--- src/core/epp_defines.svh ---
/*
 Constants for the external parallel port: register offsets, field positions,
 reset values and sizes. Assumes inclusion by bare name from core/.
*/
`ifndef EPP_DEFINES_SVH
`define EPP_DEFINES_SVH

// ----------------------------------------------------------------------------
// Register byte offsets (32-bit aligned words)
// ----------------------------------------------------------------------------
`define EPP_OFF_CTRL      6'h00
`define EPP_OFF_STATUS    6'h04
`define EPP_OFF_IRQ_STAT  6'h08
`define EPP_OFF_IRQ_MASK  6'h0c
`define EPP_OFF_TXDATA    6'h10
`define EPP_OFF_RXDATA    6'h14
`define EPP_OFF_WMARK     6'h18
`define EPP_OFF_CMD       6'h1c

// ----------------------------------------------------------------------------
// Control fields
// ----------------------------------------------------------------------------
`define EPP_CTRL_MASTER   0
`define EPP_CTRL_WIDE     1
`define EPP_CTRL_CLKMODE  2
`define EPP_CTRL_RESET    3'h0

// ----------------------------------------------------------------------------
// Interrupt bits (status and mask share the layout)
// ----------------------------------------------------------------------------
`define EPP_IRQ_RDREQ     0
`define EPP_IRQ_RXFULL    1
`define EPP_IRQ_DONE      2
`define EPP_IRQ_W         3

// ----------------------------------------------------------------------------
// Command register fields
// ----------------------------------------------------------------------------
`define EPP_CMD_GO        0
`define EPP_CMD_WRITE     1

// Master-mode clock divider half period in mclk cycles
`define EPP_CLK_HALF      4'h1
`define EPP_WMARK_RESET   5'h08

`endif

--- src/core/epp_pkg.sv ---
/*
 Types shared by the external parallel port modules.
 Assumes epp_defines.svh is on the include path.
*/
package epp_pkg;

    // Master access sequencer, Gray coded along idle-setup-strobe-finish
    typedef enum logic [1:0] {
        EPP_IDLE   = 2'b00,
        EPP_SETUP  = 2'b01,
        EPP_STROBE = 2'b11,
        EPP_FINISH = 2'b10
    } epp_state_t;

endpackage : epp_pkg

--- src/core/epp_queue_if.sv ---
/*
 Carrier between the port top and its queue: push and pop sides with fill.
 Assumes both ends run on the same clock.
*/
`timescale 1ns/1ps
interface epp_queue_if #(
    parameter int W = 16,
    parameter int AW = 4
);
    logic          push;
    logic [W-1:0]  wdata;
    logic          pop;
    logic [W-1:0]  rdata;
    logic [AW:0]   fill;
    logic          full;
    logic          empty;

    modport owner (output push, output wdata, output pop,
                   input rdata, input fill, input full, input empty);
    modport queue (input push, input wdata, input pop,
                   output rdata, output fill, output full, output empty);
endinterface : epp_queue_if

--- src/core/epp_port.sv ---
/*
 External parallel port: Wishbone register slave, transmit and receive
 queues and the pin logic of the parallel bus as master or slave.
 Assumes pins are synchronous to mclk and the pad ring resolves enables.
*/
// Summary of operation
// RULE1: data bus width programmable as eight or sixteen bits.
// RULE2: clock-or-select line is bidirectional: clock or chip select.
// RULE3: direction line input as slave, driven by the port as master.
// RULE4: direction line high means write, low means read.
// RULE5: master drives read strobe; as slave strobe held high.
// RULE6: read request high when transmit queue holds one access or more.
// RULE7: receive-full high when receive fill reaches the watermark.
// RULE8: wait low extends the access; master holds until wait releases.
// RULE9: read request falls when transmit queue holds less than one access.
`timescale 1ns/1ps
`include "epp_defines.svh"
module epp_port
    import epp_pkg::*;
#(
    parameter int AW = 4
) (
    input  wire logic        mclk,
    input  wire logic        resetn,
    input  wire logic        wb_cyc_i,
    input  wire logic        wb_stb_i,
    input  wire logic        wb_we_i,
    input  wire logic [5:0]  wb_adr_i,
    input  wire logic [3:0]  wb_sel_i,
    input  wire logic [31:0] wb_dat_i,
    output logic      [31:0] wb_dat_o,
    output logic             wb_ack_o,
    input  wire logic [15:0] port_data_in,
    output logic      [15:0] port_data_out,
    output logic             port_data_oe,
    input  wire logic        port_clock_or_select_in,
    output logic             port_clock_or_select_out,
    output logic             port_clock_or_select_oe,
    input  wire logic        port_write_indicator_in,
    output logic             port_write_indicator_out,
    output logic             port_write_indicator_oe,
    output logic             port_read_strobe,
    output logic             port_read_request,
    output logic             port_receive_full,
    input  wire logic        port_wait_n,
    output logic             irq
);
    typedef struct packed {
        logic [31:0]         dat;
        logic                ack;
        logic [2:0]          ctrl;
        logic [4:0]          wmark;
        logic [`EPP_IRQ_W-1:0] ist;
        logic [`EPP_IRQ_W-1:0] imask;
        logic                irq;
        epp_state_t          st;
        logic                cmd_wr;
        logic [3:0]          div;
        logic [15:0]         dout;
        logic                doe;
        logic                cs_out;
        logic                cs_oe;
        logic                wr_out;
        logic                wr_oe;
        logic                rd_n;
        logic                rdreq;
        logic                rxfull;
        logic                cs_prev;
    } epp_s_t;

    epp_s_t s_reg;
    epp_s_t s_next;

    epp_queue_if #(.W(16), .AW(AW)) txq ();
    epp_queue_if #(.W(16), .AW(AW)) rxq ();

    epp_queue #(.W(16), .AW(AW)) u_txq (.mclk(mclk), .resetn(resetn), .q(txq));
    epp_queue #(.W(16), .AW(AW)) u_rxq (.mclk(mclk), .resetn(resetn), .q(rxq));

    // Width of one external access in queue entries is always one entry
    function automatic logic [15:0] epp_lane(input logic wide, input logic [15:0] d);
        epp_lane = wide ? d : {8'h00, d[7:0]};
    endfunction : epp_lane

    logic wb_req;
    logic wb_wr;
    logic master;
    logic wide;
    logic slave_sel;
    logic slave_edge;
    logic rx_hit;
    logic tx_hit;
    logic [4:0] fill5;
    assign wb_req     = wb_cyc_i && wb_stb_i && !s_reg.ack;
    // Writes land at the ack edge, while the master still holds the request
    assign wb_wr      = wb_cyc_i && wb_stb_i && s_reg.ack && wb_we_i && wb_sel_i[0];
    assign master     = s_reg.ctrl[`EPP_CTRL_MASTER];
    assign wide       = s_reg.ctrl[`EPP_CTRL_WIDE];
    // Slave access: select active (low), taken on the falling edge from idle to select
    assign slave_sel  = !port_clock_or_select_in;
    assign slave_edge = !master && slave_sel && s_reg.cs_prev && port_wait_n;
    assign fill5      = 5'(rxq.fill);

    // ------------------------------------------------------------------------
    // Next-state logic: bus slave, sequencer and pin drivers
    // ------------------------------------------------------------------------
    always_comb begin
        s_next     = s_reg;
        txq.push   = 1'b0;
        txq.wdata  = epp_lane(wide, wb_dat_i[15:0]);
        txq.pop    = 1'b0;
        rxq.push   = 1'b0;
        rxq.wdata  = epp_lane(wide, port_data_in);
        rxq.pop    = 1'b0;
        rx_hit     = 1'b0;
        tx_hit     = 1'b0;
        s_next.ack = wb_req;
        s_next.dat = 32'h0000_0000;
        s_next.cs_prev = !slave_sel;

        // Register reads
        if (wb_req && !wb_we_i) begin
            unique case (wb_adr_i)
                `EPP_OFF_CTRL:     s_next.dat = {29'h0, s_reg.ctrl};
                `EPP_OFF_STATUS:   s_next.dat = {16'h0, 3'h0, fill5,
                                                 3'h0, 5'(txq.fill)};
                `EPP_OFF_IRQ_STAT: s_next.dat = {29'h0, s_reg.ist};
                `EPP_OFF_IRQ_MASK: s_next.dat = {29'h0, s_reg.imask};
                `EPP_OFF_RXDATA: begin
                    s_next.dat = {16'h0, rxq.rdata};
                    rxq.pop    = !rxq.empty;
                end
                `EPP_OFF_WMARK:    s_next.dat = {27'h0, s_reg.wmark};
                default:           s_next.dat = 32'h0000_0000; // Unmapped reads zero
            endcase
        end

        // Register writes
        if (wb_wr) begin
            unique case (wb_adr_i)
                `EPP_OFF_CTRL:     s_next.ctrl  = wb_dat_i[2:0];  // [RULE1]
                `EPP_OFF_IRQ_MASK: s_next.imask = wb_dat_i[`EPP_IRQ_W-1:0];
                `EPP_OFF_WMARK:    s_next.wmark = wb_dat_i[4:0];
                `EPP_OFF_TXDATA:   txq.push     = !txq.full;
                default: ;
            endcase
        end

        // Master sequencer; wait low freezes the strobe phase
        unique case (s_reg.st)
            EPP_IDLE: begin
                s_next.doe   = 1'b0;
                s_next.rd_n  = 1'b1;
                s_next.cs_out = !s_reg.ctrl[`EPP_CTRL_CLKMODE];
                if (master && wb_wr && wb_adr_i == `EPP_OFF_CMD
                    && wb_dat_i[`EPP_CMD_GO]) begin
                    s_next.cmd_wr = wb_dat_i[`EPP_CMD_WRITE];
                    if (!wb_dat_i[`EPP_CMD_WRITE] || !txq.empty) begin
                        s_next.st  = EPP_SETUP;
                        s_next.div = `EPP_CLK_HALF;
                    end
                end
            end
            EPP_SETUP: begin
                s_next.wr_out = s_reg.cmd_wr;                    // [RULE4]
                s_next.cs_out = s_reg.ctrl[`EPP_CTRL_CLKMODE];   // [RULE2]
                if (s_reg.cmd_wr) begin
                    s_next.dout = txq.rdata;
                    s_next.doe  = 1'b1;
                end else begin
                    s_next.rd_n = 1'b0;                          // [RULE5]
                end
                s_next.st = EPP_STROBE;
            end
            EPP_STROBE: begin
                if (s_reg.div != 4'h0) begin
                    s_next.div = s_reg.div - 4'h1;
                end else if (port_wait_n) begin                  // [RULE8]
                    s_next.st = EPP_FINISH;
                    if (s_reg.cmd_wr) begin
                        txq.pop = 1'b1;
                        tx_hit  = 1'b1;
                    end else begin
                        rxq.push = !rxq.full;
                        rx_hit   = 1'b1;
                    end
                end
            end
            EPP_FINISH: begin
                s_next.rd_n   = 1'b1;
                s_next.doe    = 1'b0;
                s_next.cs_out = !s_reg.ctrl[`EPP_CTRL_CLKMODE];
                s_next.st     = EPP_IDLE;
            end
        endcase

        // Slave mode: take or give one entry per select pulse
        if (slave_edge) begin
            if (port_write_indicator_in) begin                   // [RULE3] [RULE4]
                rxq.push = !rxq.full;
                rx_hit   = 1'b1;
            end else begin
                txq.pop = !txq.empty;
            end
        end
        if (!master) begin
            s_next.st   = EPP_IDLE;
            s_next.rd_n = 1'b1;                                  // [RULE5]
            s_next.dout = txq.rdata;
            s_next.doe  = slave_sel && !port_write_indicator_in;
        end
        s_next.wr_oe = master;                                   // [RULE3]
        s_next.cs_oe = master;                                   // [RULE2]

        // Flags: one access is one queue entry at either width
        s_next.rdreq  = (txq.fill - {{AW{1'b0}}, txq.pop}) != '0;  // [RULE6] [RULE9]
        s_next.rxfull = (5'(rxq.fill) + {4'h0, rxq.push}
                         - {4'h0, rxq.pop}) >= s_reg.wmark;     // [RULE7]

        // Sticky events: set wins over write-one-to-clear
        if (wb_wr && wb_adr_i == `EPP_OFF_IRQ_STAT) begin
            s_next.ist = s_reg.ist & ~wb_dat_i[`EPP_IRQ_W-1:0];
        end
        if (s_next.rdreq && !s_reg.rdreq) begin
            s_next.ist[`EPP_IRQ_RDREQ] = 1'b1;
        end
        if (s_next.rxfull && !s_reg.rxfull) begin
            s_next.ist[`EPP_IRQ_RXFULL] = 1'b1;
        end
        if (rx_hit || tx_hit) begin
            s_next.ist[`EPP_IRQ_DONE] = 1'b1;
        end
        s_next.irq = |(s_next.ist & s_next.imask);
    end

    // ------------------------------------------------------------------------
    // State register
    // ------------------------------------------------------------------------
    always_ff @(posedge mclk or negedge resetn) begin
        if (!resetn) begin
            s_reg         <= '0;
            s_reg.ctrl    <= `EPP_CTRL_RESET;
            s_reg.wmark   <= `EPP_WMARK_RESET;
            s_reg.st      <= EPP_IDLE;
            s_reg.rd_n    <= 1'b1;
            s_reg.cs_out  <= 1'b1;
            s_reg.cs_prev <= 1'b1;
        end else begin
            s_reg <= s_next;
        end
    end

    // Every output straight from the state register
    assign wb_dat_o                 = s_reg.dat;
    assign wb_ack_o                 = s_reg.ack;
    assign port_data_out            = s_reg.dout;
    assign port_data_oe             = s_reg.doe;
    assign port_clock_or_select_out = s_reg.cs_out;
    assign port_clock_or_select_oe  = s_reg.cs_oe;
    assign port_write_indicator_out = s_reg.wr_out;
    assign port_write_indicator_oe  = s_reg.wr_oe;
    assign port_read_strobe         = s_reg.rd_n;
    assign port_read_request        = s_reg.rdreq;
    assign port_receive_full        = s_reg.rxfull;
    assign irq                      = s_reg.irq;
endmodule : epp_port

--- src/core/epp_queue.sv ---
/*
 Synchronous byte/halfword queue with honest fill count.
 Assumes push is not given while full nor pop while empty.
*/
`timescale 1ns/1ps
module epp_queue #(
    parameter int W  = 16,
    parameter int AW = 4
) (
    input wire logic mclk,
    input wire logic resetn,
    epp_queue_if.queue q
);
    typedef struct packed {
        logic [AW-1:0] wp;
        logic [AW-1:0] rp;
        logic [AW:0]   cnt;
    } epp_qs_t;

    epp_qs_t       s_reg;
    epp_qs_t       s_next;
    logic [W-1:0]  mem [0:(1<<AW)-1];

    // ------------------------------------------------------------------------
    // Pointer update
    // ------------------------------------------------------------------------
    always_comb begin
        s_next = s_reg;
        if (q.push && !q.full) begin
            s_next.wp = s_reg.wp + 1'b1;
        end
        if (q.pop && !q.empty) begin
            s_next.rp = s_reg.rp + 1'b1;
        end
        s_next.cnt = s_reg.cnt + {{AW{1'b0}}, (q.push && !q.full)}
                   - {{AW{1'b0}}, (q.pop && !q.empty)};
    end

    always_ff @(posedge mclk or negedge resetn) begin
        if (!resetn) begin
            s_reg <= '0;
        end else begin
            s_reg <= s_next;
        end
    end

    // Storage has no reset; pointers guard stale words
    always_ff @(posedge mclk) begin
        if (q.push && !q.full) begin
            mem[s_reg.wp] <= q.wdata;
        end
    end

    assign q.rdata = mem[s_reg.rp];
    assign q.fill  = s_reg.cnt;
    assign q.full  = s_reg.cnt[AW];
    assign q.empty = (s_reg.cnt == '0);
endmodule : epp_queue

--- config.mk ---
export PLATFORM = sky130hd
export DESIGN_NAME = epp_port
export DESIGN_NICKNAME = d
export VERILOG_FILES = /design/src/core/epp_pkg.sv /design/src/core/epp_queue_if.sv /design/src/core/epp_port.sv /design/src/core/epp_queue.sv
export VERILOG_INCLUDE_DIRS = /design/src /design/src/core
export SDC_FILE = /design/constraint.sdc
export NUM_CORES = 1
export LEC_CHECK = 0
export BUFFER_PORTS_ARGS = -buffer_cell sky130_fd_sc_hd__buf_2
export CORE_ASPECT_RATIO = 0.7
export CORE_MARGIN = 2
export CORE_UTILIZATION = 39
export CTS_CLUSTER_SIZE = 16
export DETAILED_ROUTE_END_ITERATION = 8
export PLACE_DENSITY = 0.61
export SYNTH_ARGS = -nofsm -noshare
export SYNTH_HDL_FRONTEND = slang
export SYNTH_SLANG_ARGS = --single-unit
export TNS_END_PERCENT = 30
--- constraint.sdc ---
create_clock -name mclk -period 5.4 [get_ports mclk]
set_input_delay 0.27 -clock mclk [delete_from_list [all_inputs] [get_ports mclk]]
set_output_delay 0.27 -clock mclk [all_outputs]
set_load 0.02 [all_outputs]
==> results summary, run 1 <==
The flow ran to the end, and the final reports show no timing, DRC or antenna violations. The routed wirelength normalized by instance count came out at around 24 µm. The clock latency on the worst-skew pair is approximately 0.6 ns. Across the VDD grid, the largest voltage drop is between 0.2 and 0.3 mV.

The post-synthesis area per instance is 18.7 µm². STA classifies the critical path startpoint as a flip-flop. The share of cells above drive strength 1 came out at approximately 27%. The async set-or-reset flop fraction in the synthesized netlist is 14.8%.

The starting density of the core came out at 39.6%. The switching part of the total came out at about a quarter. Setup violations remaining at the end of the flow were counted as 0. The area of all placed cells without fillers is between 20000 and 30000 µm². The clock transition at the registers of the reported paths came out at approximately 0.06 ns.

The count of instances resized after the clock tree is built came out at 0. Of the total power, registers draw approximately half. The buffer levels on the longest clock path came out at 3. On the critical path, the stage with the largest delay is an instance of a221oi_1. The core area is between 60000 and 70000 µm². In this run the remaining antenna-violating nets after routing total 0. The via count came out at roughly 12000. The worst hold path terminates at u_txq.mem[13][6].

The pre-antenna-repair detailed-routing pass consisted of 4 iterations. The total overflow left after global routing is 0. The total of flip-flops plus latches after synthesis is around 600. The post-route total power came out at approximately 11 mW. The filler cell count came out at between 5000 and 6000. The number of clock sinks came out at 601. The number of buffers inserted for hold repair after clock tree synthesis came out at 3. The internal power summed over all cells is 8.23 mW. The depth of the worst register-to-register path came out at 16.

The maximum number of pins on one net before global-route repair came out at 63. For this run, design rule violations remaining after detail routing come to 0. The final layout contains 1500 nets.

The cell family contributing the most delay on the critical path is adder cells. The weighted congestion at the end of routability-driven global placement is about 0.77. The maximum frequency from static timing analysis is about 280 MHz. The worst stage delay on the critical path came out at around 0.54 ns. The post-CTS setup buffer count is 0. The final max-slew violation count came to 0. The horizontal die dimension came out at just over 300 µm. Traced cell by cell, the critical path runs through and3b_1 -> nand4_1 -> a31oi_1 -> ha_1 -> inv_1 -> ha_1 -> fa_1 -> a21oi_1 -> nor2_1 -> nor2_1 -> xnor2_1 -> ha_1 -> nand2_1 -> nor2_1 -> a221oi_1 -> o221ai_1.

In the layout the commonest cells are 512 x edfxtp_1, 134 x mux4_2, 87 x buf_2, 80 x dfrtp_1, 61 x clkbuf_16. The floorplan step set the die height to approximately 210 µm. The type of the worst min-delay path is in -> reg. The die covers roughly 65000 µm². The critical register-to-register path endpoint is irq.

The fraction of the yosys area taken by sequential cells is 72.0%. The synthesized design contains ~510 enable-type register cells. After floorplanning, the core was divided into 76 placement rows. The endpoint required time on the critical path is between 5 and 6 ns. TritonCTS built the clock tree. The first-pass GRT wire length came out at around 80000 µm. The critical path starts at wb_ack_o. The initial antenna violation count is 0. The slew of the pin with the lowest slew margin is roughly 1.1 ns. The hold path startpoint is wb_dat_i[6]. The part of the cycle the worst path needs is about two thirds. Setup repair after global routing left no endpoint under its margin. The endpoint class of the critical path is a flip-flop.

After technology mapping, the gate count stands at roughly 1300. The worst hold margin is between 0.04 and 0.05 ns. The setup check on the worst reg-to-reg path leaves a slack of roughly 1.8 ns. The total standard cell area after synthesis is approximately 24000 µm². Along the worst hold path, the cell count comes to 1. The buffers plus inverters on the worst setup path is 1. The worst path meets setup with approximately 1.8 ns of slack.

Across the run, the number of max-cap violations was 0. The power density over the cells came out at ~400 nW/µm². The library cell used most frequently in the layout, excluding fill and tap cells, is edfxtp_1. The count of buffers added on input and output ports is 88.

The TritonCTS buffer count is 58. The placement-stage cell area came out at 25600 µm². The total count of hold-check failures in the final report is 0. Counting I/O delays and the setup requirement, the final critical path takes approximately 3.6 ns. The via-per-instance ratio came out at approximately 5.3. The largest clock skew in the final design is approximately 0.011 ns. The worst slew margin relative to its limit came out at 24.2%. Clock tree synthesis selected as its root buffer the cell clkbuf_16. The number of distinct library cells after synthesis is 65. STA puts the critical path data arrival time at about 4.1 ns.

The area of the multi-input gates is between 6000 and 7000 µm². The aggregate global-route resource usage is between 10% and 20%. The total wire length after detailed routing came out at around 54000 µm.

The power dissipated by switching net loads came out at 2.90 mW. The half-perimeter wire length of the detailed placement result came out at roughly 33000 µm. The critical path in this run is classified as reg -> reg.

The via count of the first global-routing pass is approximately 12000. The CTS H-tree depth is 2. Registers take between 15000 and 20000 µm². The growth of design area from synthesis to finish came out at 12.6%. In this run the static leakage power is 8.79 nW. The Yosys step of the flow raised 0 warnings. The prevailing post-synth register cell is edfxtp_1. In this run, the number of DRC markers left after iteration 0 of detailed routing was about 1000.

The number of antenna diodes in the final layout is 0. The final sum of negative setup slack came out at 0 ns. The largest driver fanout on the critical path came out at 4.

The startpoint identified for the worst register-to-register timing path is wb_ack_o. Of the total power, the clock network draws 35.5%. The part of the total power dissipated in combinational logic is 15.5%. Timing analysis after detailed placement gives a worst setup slack of 1.44 ns. Pin placement for this block handled 124 I/O pins.
cell type report:
| cell class | count | area share, % |
|---|---|---|
| clock buffers | 80 | 6.09 |
| clock inverters | 30 | 0.718 |
| inverters | 47 | 0.641 |
| multi-input cells | 573 | 22.4 |
| flip-flops and latches | 601 | 64.0 |
| well taps | 819 | 3.72 |
| repair buffers | 117 | 2.43 |
power by group through the flow:
stage | combinational [mW] | clock, mW | sequential (mW)
after floorplan | 1.50 | 0 | 5.35
after detailed placement | 1.74 | 0 | 5.57
after CTS | 1.75 | 4.04 | 5.47
final | 1.72 | 3.95 | 5.46
after global routing | 1.91 | 4.21 | 5.50
after global placement | 1.72 | 0 | 5.56
metrics by stage:
step | util [%] | instances
after floorplan | - | 1325
after global placement | 41.5 | 2154
after detailed placement | 41.5 | 2154
after CTS | 44.6 | 2267
after global routing | 44.6 | 2267
final | 44.6 | 2267
logic make-up (layout without fill, tap and decap cells):
logic type               count (synthesis)  after routing  share of synthesized area [%]
adder cells (fa/ha/maj)                 36             36                           1.93
buffers and inverters                  151            274                           3.21
flip-flops                             601            601                           72.0
multiplexers                           164            164                           13.7
other                                    1             16                         0.0153
AND/OR/NAND/NOR                        208            208                           4.94
XOR/XNOR                                24             24                          0.890
AO/OA/AOI/OAI                          125            125                           3.31
per-layer routing:
layer | vias to the layer above | GRT usage (%) | wire (µm)
met5 | - | 0 | 0
met4 | 0 | 4.73 | 1080
met3 | 74 | 2.93 | 3300
met2 | 363 | 25.1 | 24200
met1 | 6326 | 26.1 | 25400
li1 | 5303 | - | -
cells in the mapped netlist, types with 3 or more instances:
master | number | area (µm²)
fa_1 | 3 | 60.1
nand4_1 | 6 | 37.5
a221oi_1 | 4 | 35.0
nor4_1 | 4 | 25.0
xor2_1 | 7 | 61.3
buf_2 | 15 | 75.1
mux4_2 | 134 | 3020
a21oi_1 | 30 | 150
mux2_2 | 27 | 304
a22oi_1 | 20 | 150
edfxtp_1 | 512 | 15400
ha_1 | 33 | 413
and3_1 | 3 | 18.8
and3b_1 | 9 | 78.8
and4_1 | 4 | 35.0
nand3_1 | 3 | 15.0
a211oi_1 | 18 | 135
clkbuf_1 | 34 | 128
buf_1 | 3 | 11.3
dfrtp_1 | 85 | 2130
nand3b_1 | 4 | 30.0
nand2b_1 | 5 | 31.3
dfstp_2 | 4 | 105
nor3_1 | 9 | 45.0
inv_1 | 46 | 173
xnor2_1 | 16 | 140
o22ai_1 | 18 | 113
mux2i_1 | 3 | 30.0
o21ai_0 | 17 | 85.1
nor2_1 | 46 | 173
and2_1 | 36 | 225
a21o_1 | 4 | 30.0
nor3b_1 | 3 | 22.5
buf_4 | 49 | 368
nand2_1 | 30 | 113
nor2b_1 | 32 | 200
how the worst max path moves through the flow:
stage	endpoint	slack, ns	cells after the start
CTS	irq	1.79	16
finish	irq	1.80	16
detailed placement	irq	1.44	17
global placement	irq	1.40	17
global route	irq	1.37	16
floorplan	irq	2.02	16
Note: power is estimated with default switching activity, not from simulation.
==> inputs of run 2 (changes only) <==
- ABC_AREA: default -> 1
- PLACE_DENSITY: 0.61 -> 0.63
- clock period: 5.4 -> 3.2 ns (I/O delays scaled with it)
==> run 2 against run 1 <==
Register-to-register slack got worse by 1.7 ns. Clock power up 75%. Area after synthesis up 5.9%. Final area grew 7.5%. Synthesized cell count increased by 79%. Non-clock buffer count increased by 73. Power is 86% higher. Sequential power up 66%. Sequential share of layout area is 4.5 points lower. Clock skew is 0.012 ns higher. Die area rose by 5.8%.
==> results summary, run 2 <==
The first-pass GRT wire length came out at around 99000 µm. The growth of design area from synthesis to finish came out at 14.3%. The number of placed I/O pins came out at 124.

The hold path startpoint is wb_we_i. The worst register-to-register path begins at u_rxq.q.fill[2]. In this run, flip-flops and latches consume 43.6% of the power. The leading cell type in the layout, fill and taps excluded is nand2_1. The final layout contains ~2600 nets.

The critical path is of the reg -> reg type. The region available for standard cell placement spans ~66000 µm². The maximum number of pins on one net before global-route repair came out at approximately 130. The worst stage delay on the critical path came out at approximately 0.40 ns. The master of the slowest instance on the critical path is dfrtp_1. The total count of hold-check failures in the final report is 0. The TritonCTS buffer count came out at 58.

The number of standard-cell rows in the floorplan came out at between 70 and 80. The maximum frequency from static timing analysis came out at 322 MHz. The weighted congestion at the end of routability-driven global placement is ~0.83. The half-perimeter wire length of the detailed placement result is approximately 38000 µm. The internal power summed over all cells came out at 14.2 mW. The post-synthesis instance total is 2348. In the final layout, the multi-input gates occupy 6740 µm².

The floorplan step set the die width to 312 µm. The worst hold margin is 0.0737 ns. The arrival time at the worst endpoint is about 3.6 ns. The count of inserted antenna diode cells came out at 0. For this design the static power due to leakage is 11.5 nW. In the post-synthesis netlist, the biggest area contributors are edfxtp_1 59%, dfrtp_1 8.2%, nand2_1 7.7%. Among all flip-flop cells after synthesis, the most frequent one is edfxtp_1.

The filler cell count is slightly above 6000. Of the available clock period, the critical path in the final layout requires 96.9%. The die span in y is approximately 220 µm. The maximum vdd drop is ~0.55 mV.

The biggest area contributor in the post-synthesis netlist is edfxtp_1. nand2_1 is the most common cell in the netlist. The via count is ~17000. The final sum of negative setup slack is 0 ns. The H-tree was split into 2 levels.

The post-synthesis area per instance came out at roughly 11 µm². Prior to clock tree synthesis, the placed netlist has a worst setup slack of -0.0229 ns. The violation count after the first detailed-routing iteration came out at ~1800. The total wire length after detailed routing is 64500 µm.

The root buffer cell chosen for the clock tree is clkbuf_16. Setup violations remaining at the end of the flow were counted as 0. STA classifies the critical path endpoint as a flip-flop. The clock transition at the registers of the reported paths is about 0.060 ns. The share of cells above drive strength 1 is 13.5%.

The post-route total power came out at 20.7 mW. Walking the worst path, the cells encountered are inv_2 -> ha_4 -> nand4_1 -> nand2_2 -> inv_2 -> ha_4 -> inv_2 -> ha_4 -> fa_2 -> nand3_2 -> nand2_2 -> xor2_1 -> ha_1 -> nand2_1 -> inv_2 -> o21ai_1 -> nand4_1 -> nand2_1 -> nand2_1 -> nand2_1 -> nand3_1. The number of synthesized flops with an enable pin is 512. The number of clock sinks came out at 601. In the routed layout, each cell is associated on average with a via count of about 5.0. The number of distinct library cells after synthesis is 42. The sequential cells in the finished layout cover a total of 17600 µm².

The run finished with clean final reports. Counting along the longest clock path gives a buffer depth of 3. The residual antenna-violating net count after detailed routing came out at 0. The placed instances occupy a cell area of about 27000 µm².

The power dissipated by switching net loads came out at ~6.5 mW. Dividing total power by cell area gives a power density of approximately 700 nW/µm². The largest driver fanout on the critical path is 3. The count of max-cap constraint violations is 0. In this run the biggest area consumer among cell types represents roughly three fifths of the synthesized area. The commonest cells after synthesis are 530 x nand2_1, 512 x edfxtp_1, 251 x nand3_1. The setup slack of the most critical reg-to-reg path came out at between 0.09 and 0.1 ns. The clock latency on the worst-skew pair came out at 0.64 ns. The number of cells traversed by the worst hold path is 5. The area of all placed cells without fillers came out at 29600 µm². The die covers approximately 69000 µm². Once the floorplan was initialized, standard cells occupied 39.2% of the core. The initial antenna violation count was 0. The via count of the first global-routing pass was about 16000. The routed wirelength normalized by instance count is about 19 µm. TritonCTS built the clock tree. The worst slew margin relative to its limit is 35.4%. The slew of the pin with the lowest slew margin is between 0.9 and 1 ns. The count of buffers from port buffering is between 80 and 90. The remaining global-route overflow is 0. Sequential cells were found to cover 68.0% of the synthesized design area. The critical register-to-register path endpoint is irq. The async set-or-reset flop fraction in the synthesized netlist came out at between 10% and 20%.

The type of the worst min-delay path is in -> reg. Subtracting the final worst setup slack from the clock period gives between 3 and 4 ns. In the global route stage, overall resource usage came out at a little under a fifth. The startpoint class of the critical path is a flip-flop.

The count of warnings emitted by yosys came out at 0. After layout, the worst setup slack is 0.0981 ns. The DRC violations left came out at 0. The endpoint required time on the critical path came out at 3.71 ns. The total of flip-flops plus latches after synthesis is about 600.

The final max-slew violation count was 0. The path with the worst hold slack has its endpoint at u_rxq.s_reg[5]. The depth of the worst register-to-register path came out at 21. Setup repair after global routing could not meet its margin everywhere.

The total standard cell area after synthesis came out at 25900 µm². The power share of the clock group came out at about a third. Leaving out fill and tap cells, the most frequent cells in the layout are 526 x nand2_1, 512 x edfxtp_1, 250 x nand3_1, 210 x inv_1, 189 x nor2_1. The largest clock skew in the final design is 0.0228 ns. The switching part of the total is a little under a third. The number of iterations in the first detailed-routing pass is 5. In this run, the combinational gates consume 23.0% of the power.
## run 2: what timing repair did
item                                    4_1_cts  5_1_grt
hold buffers                                 24        0
endpoints found under the setup margin        1        2
hold endpoints to repair                    326        0
pin swaps                                     0        8
gates resized for setup                       1       17
buffers inserted                              0        1
## run 2: layout make-up
class / count / area share [%]
flip-flops and latches: 601 / 59.5
multi-input cells: 1373 / 22.8
clock buffers: 78 / 5.39
repair buffers: 190 / 4.54
well taps: 891 / 3.77
inverters: 227 / 2.89
clock inverters: 30 / 1.17
## run 2: stage by stage
step                      instances  util, %
final                          3390     44.8
after floorplan                2363        -
after detailed placement       3257     41.4
after CTS                      3389     44.7
after global routing           3390     44.8
after global placement         3257     41.4
## run 2: worst max path at each step
stage,startpoint,slack [ns],to
final,u_rxq.q.fill[2],0.1,irq
after global routing,u_rxq.q.fill[2],-0.13,irq
after CTS,u_rxq.q.fill[2],0.02,irq
after detailed placement,u_rxq.q.fill[2],-0.02,irq
after global placement,u_rxq.q.fill[3],0.04,irq
after floorplan,wb_ack_o,0.11,irq
## run 2: cells by family (layout without fill, tap and decap cells)
logic type / after synthesis / in the layout / synth area share, %
compound gates: 265 / 265 / 5.69
xor+xnor: 24 / 24 / 0.812
fa+ha+maj: 36 / 36 / 1.83
buf+inv: 389 / 525 / 6.94
flops: 601 / 601 / 68.0
mux: 1 / 1 / 0.0435
other cells: 1 / 16 / 0.0145
simple gates: 1031 / 1031 / 16.7
## run 2: power groups by stage
stage                     Sequential (mW)  Combinational (mW)  Clock [mW]
after CTS                            9.03                4.70        7.08
final                                9.04                4.77        6.93
after global routing                 9.06                5.36        7.38
after detailed placement             9.19                4.64           0
after floorplan                      9.05                3.52           0
after global placement               9.18                4.53           0
## run 2: critical path, delay by kind of cell (launching register included)
| family | cells | cell delay [ns] |
|---|---|---|
| buffers and inverters | 4 | 0.21 |
| adder cells (fa/ha/maj) | 5 | 1.27 |
| flip-flops | 1 | 0.40 |
| AND/OR/NAND/NOR | 10 | 0.89 |
| AO/OA/AOI/OAI | 1 | 0.07 |
| XOR/XNOR | 1 | 0.15 |
## run 2: layer usage
layer | vias up | share of wire [%] | global-route usage (%)
li1 | 8091 | - | -
met1 | 8273 | 47 | 28.6
met2 | 609 | 43 | 27.8
met3 | 88 | 7.8 | 3.23
met4 | 0 | 2.1 | 4.90
met5 | - | 0 | 0
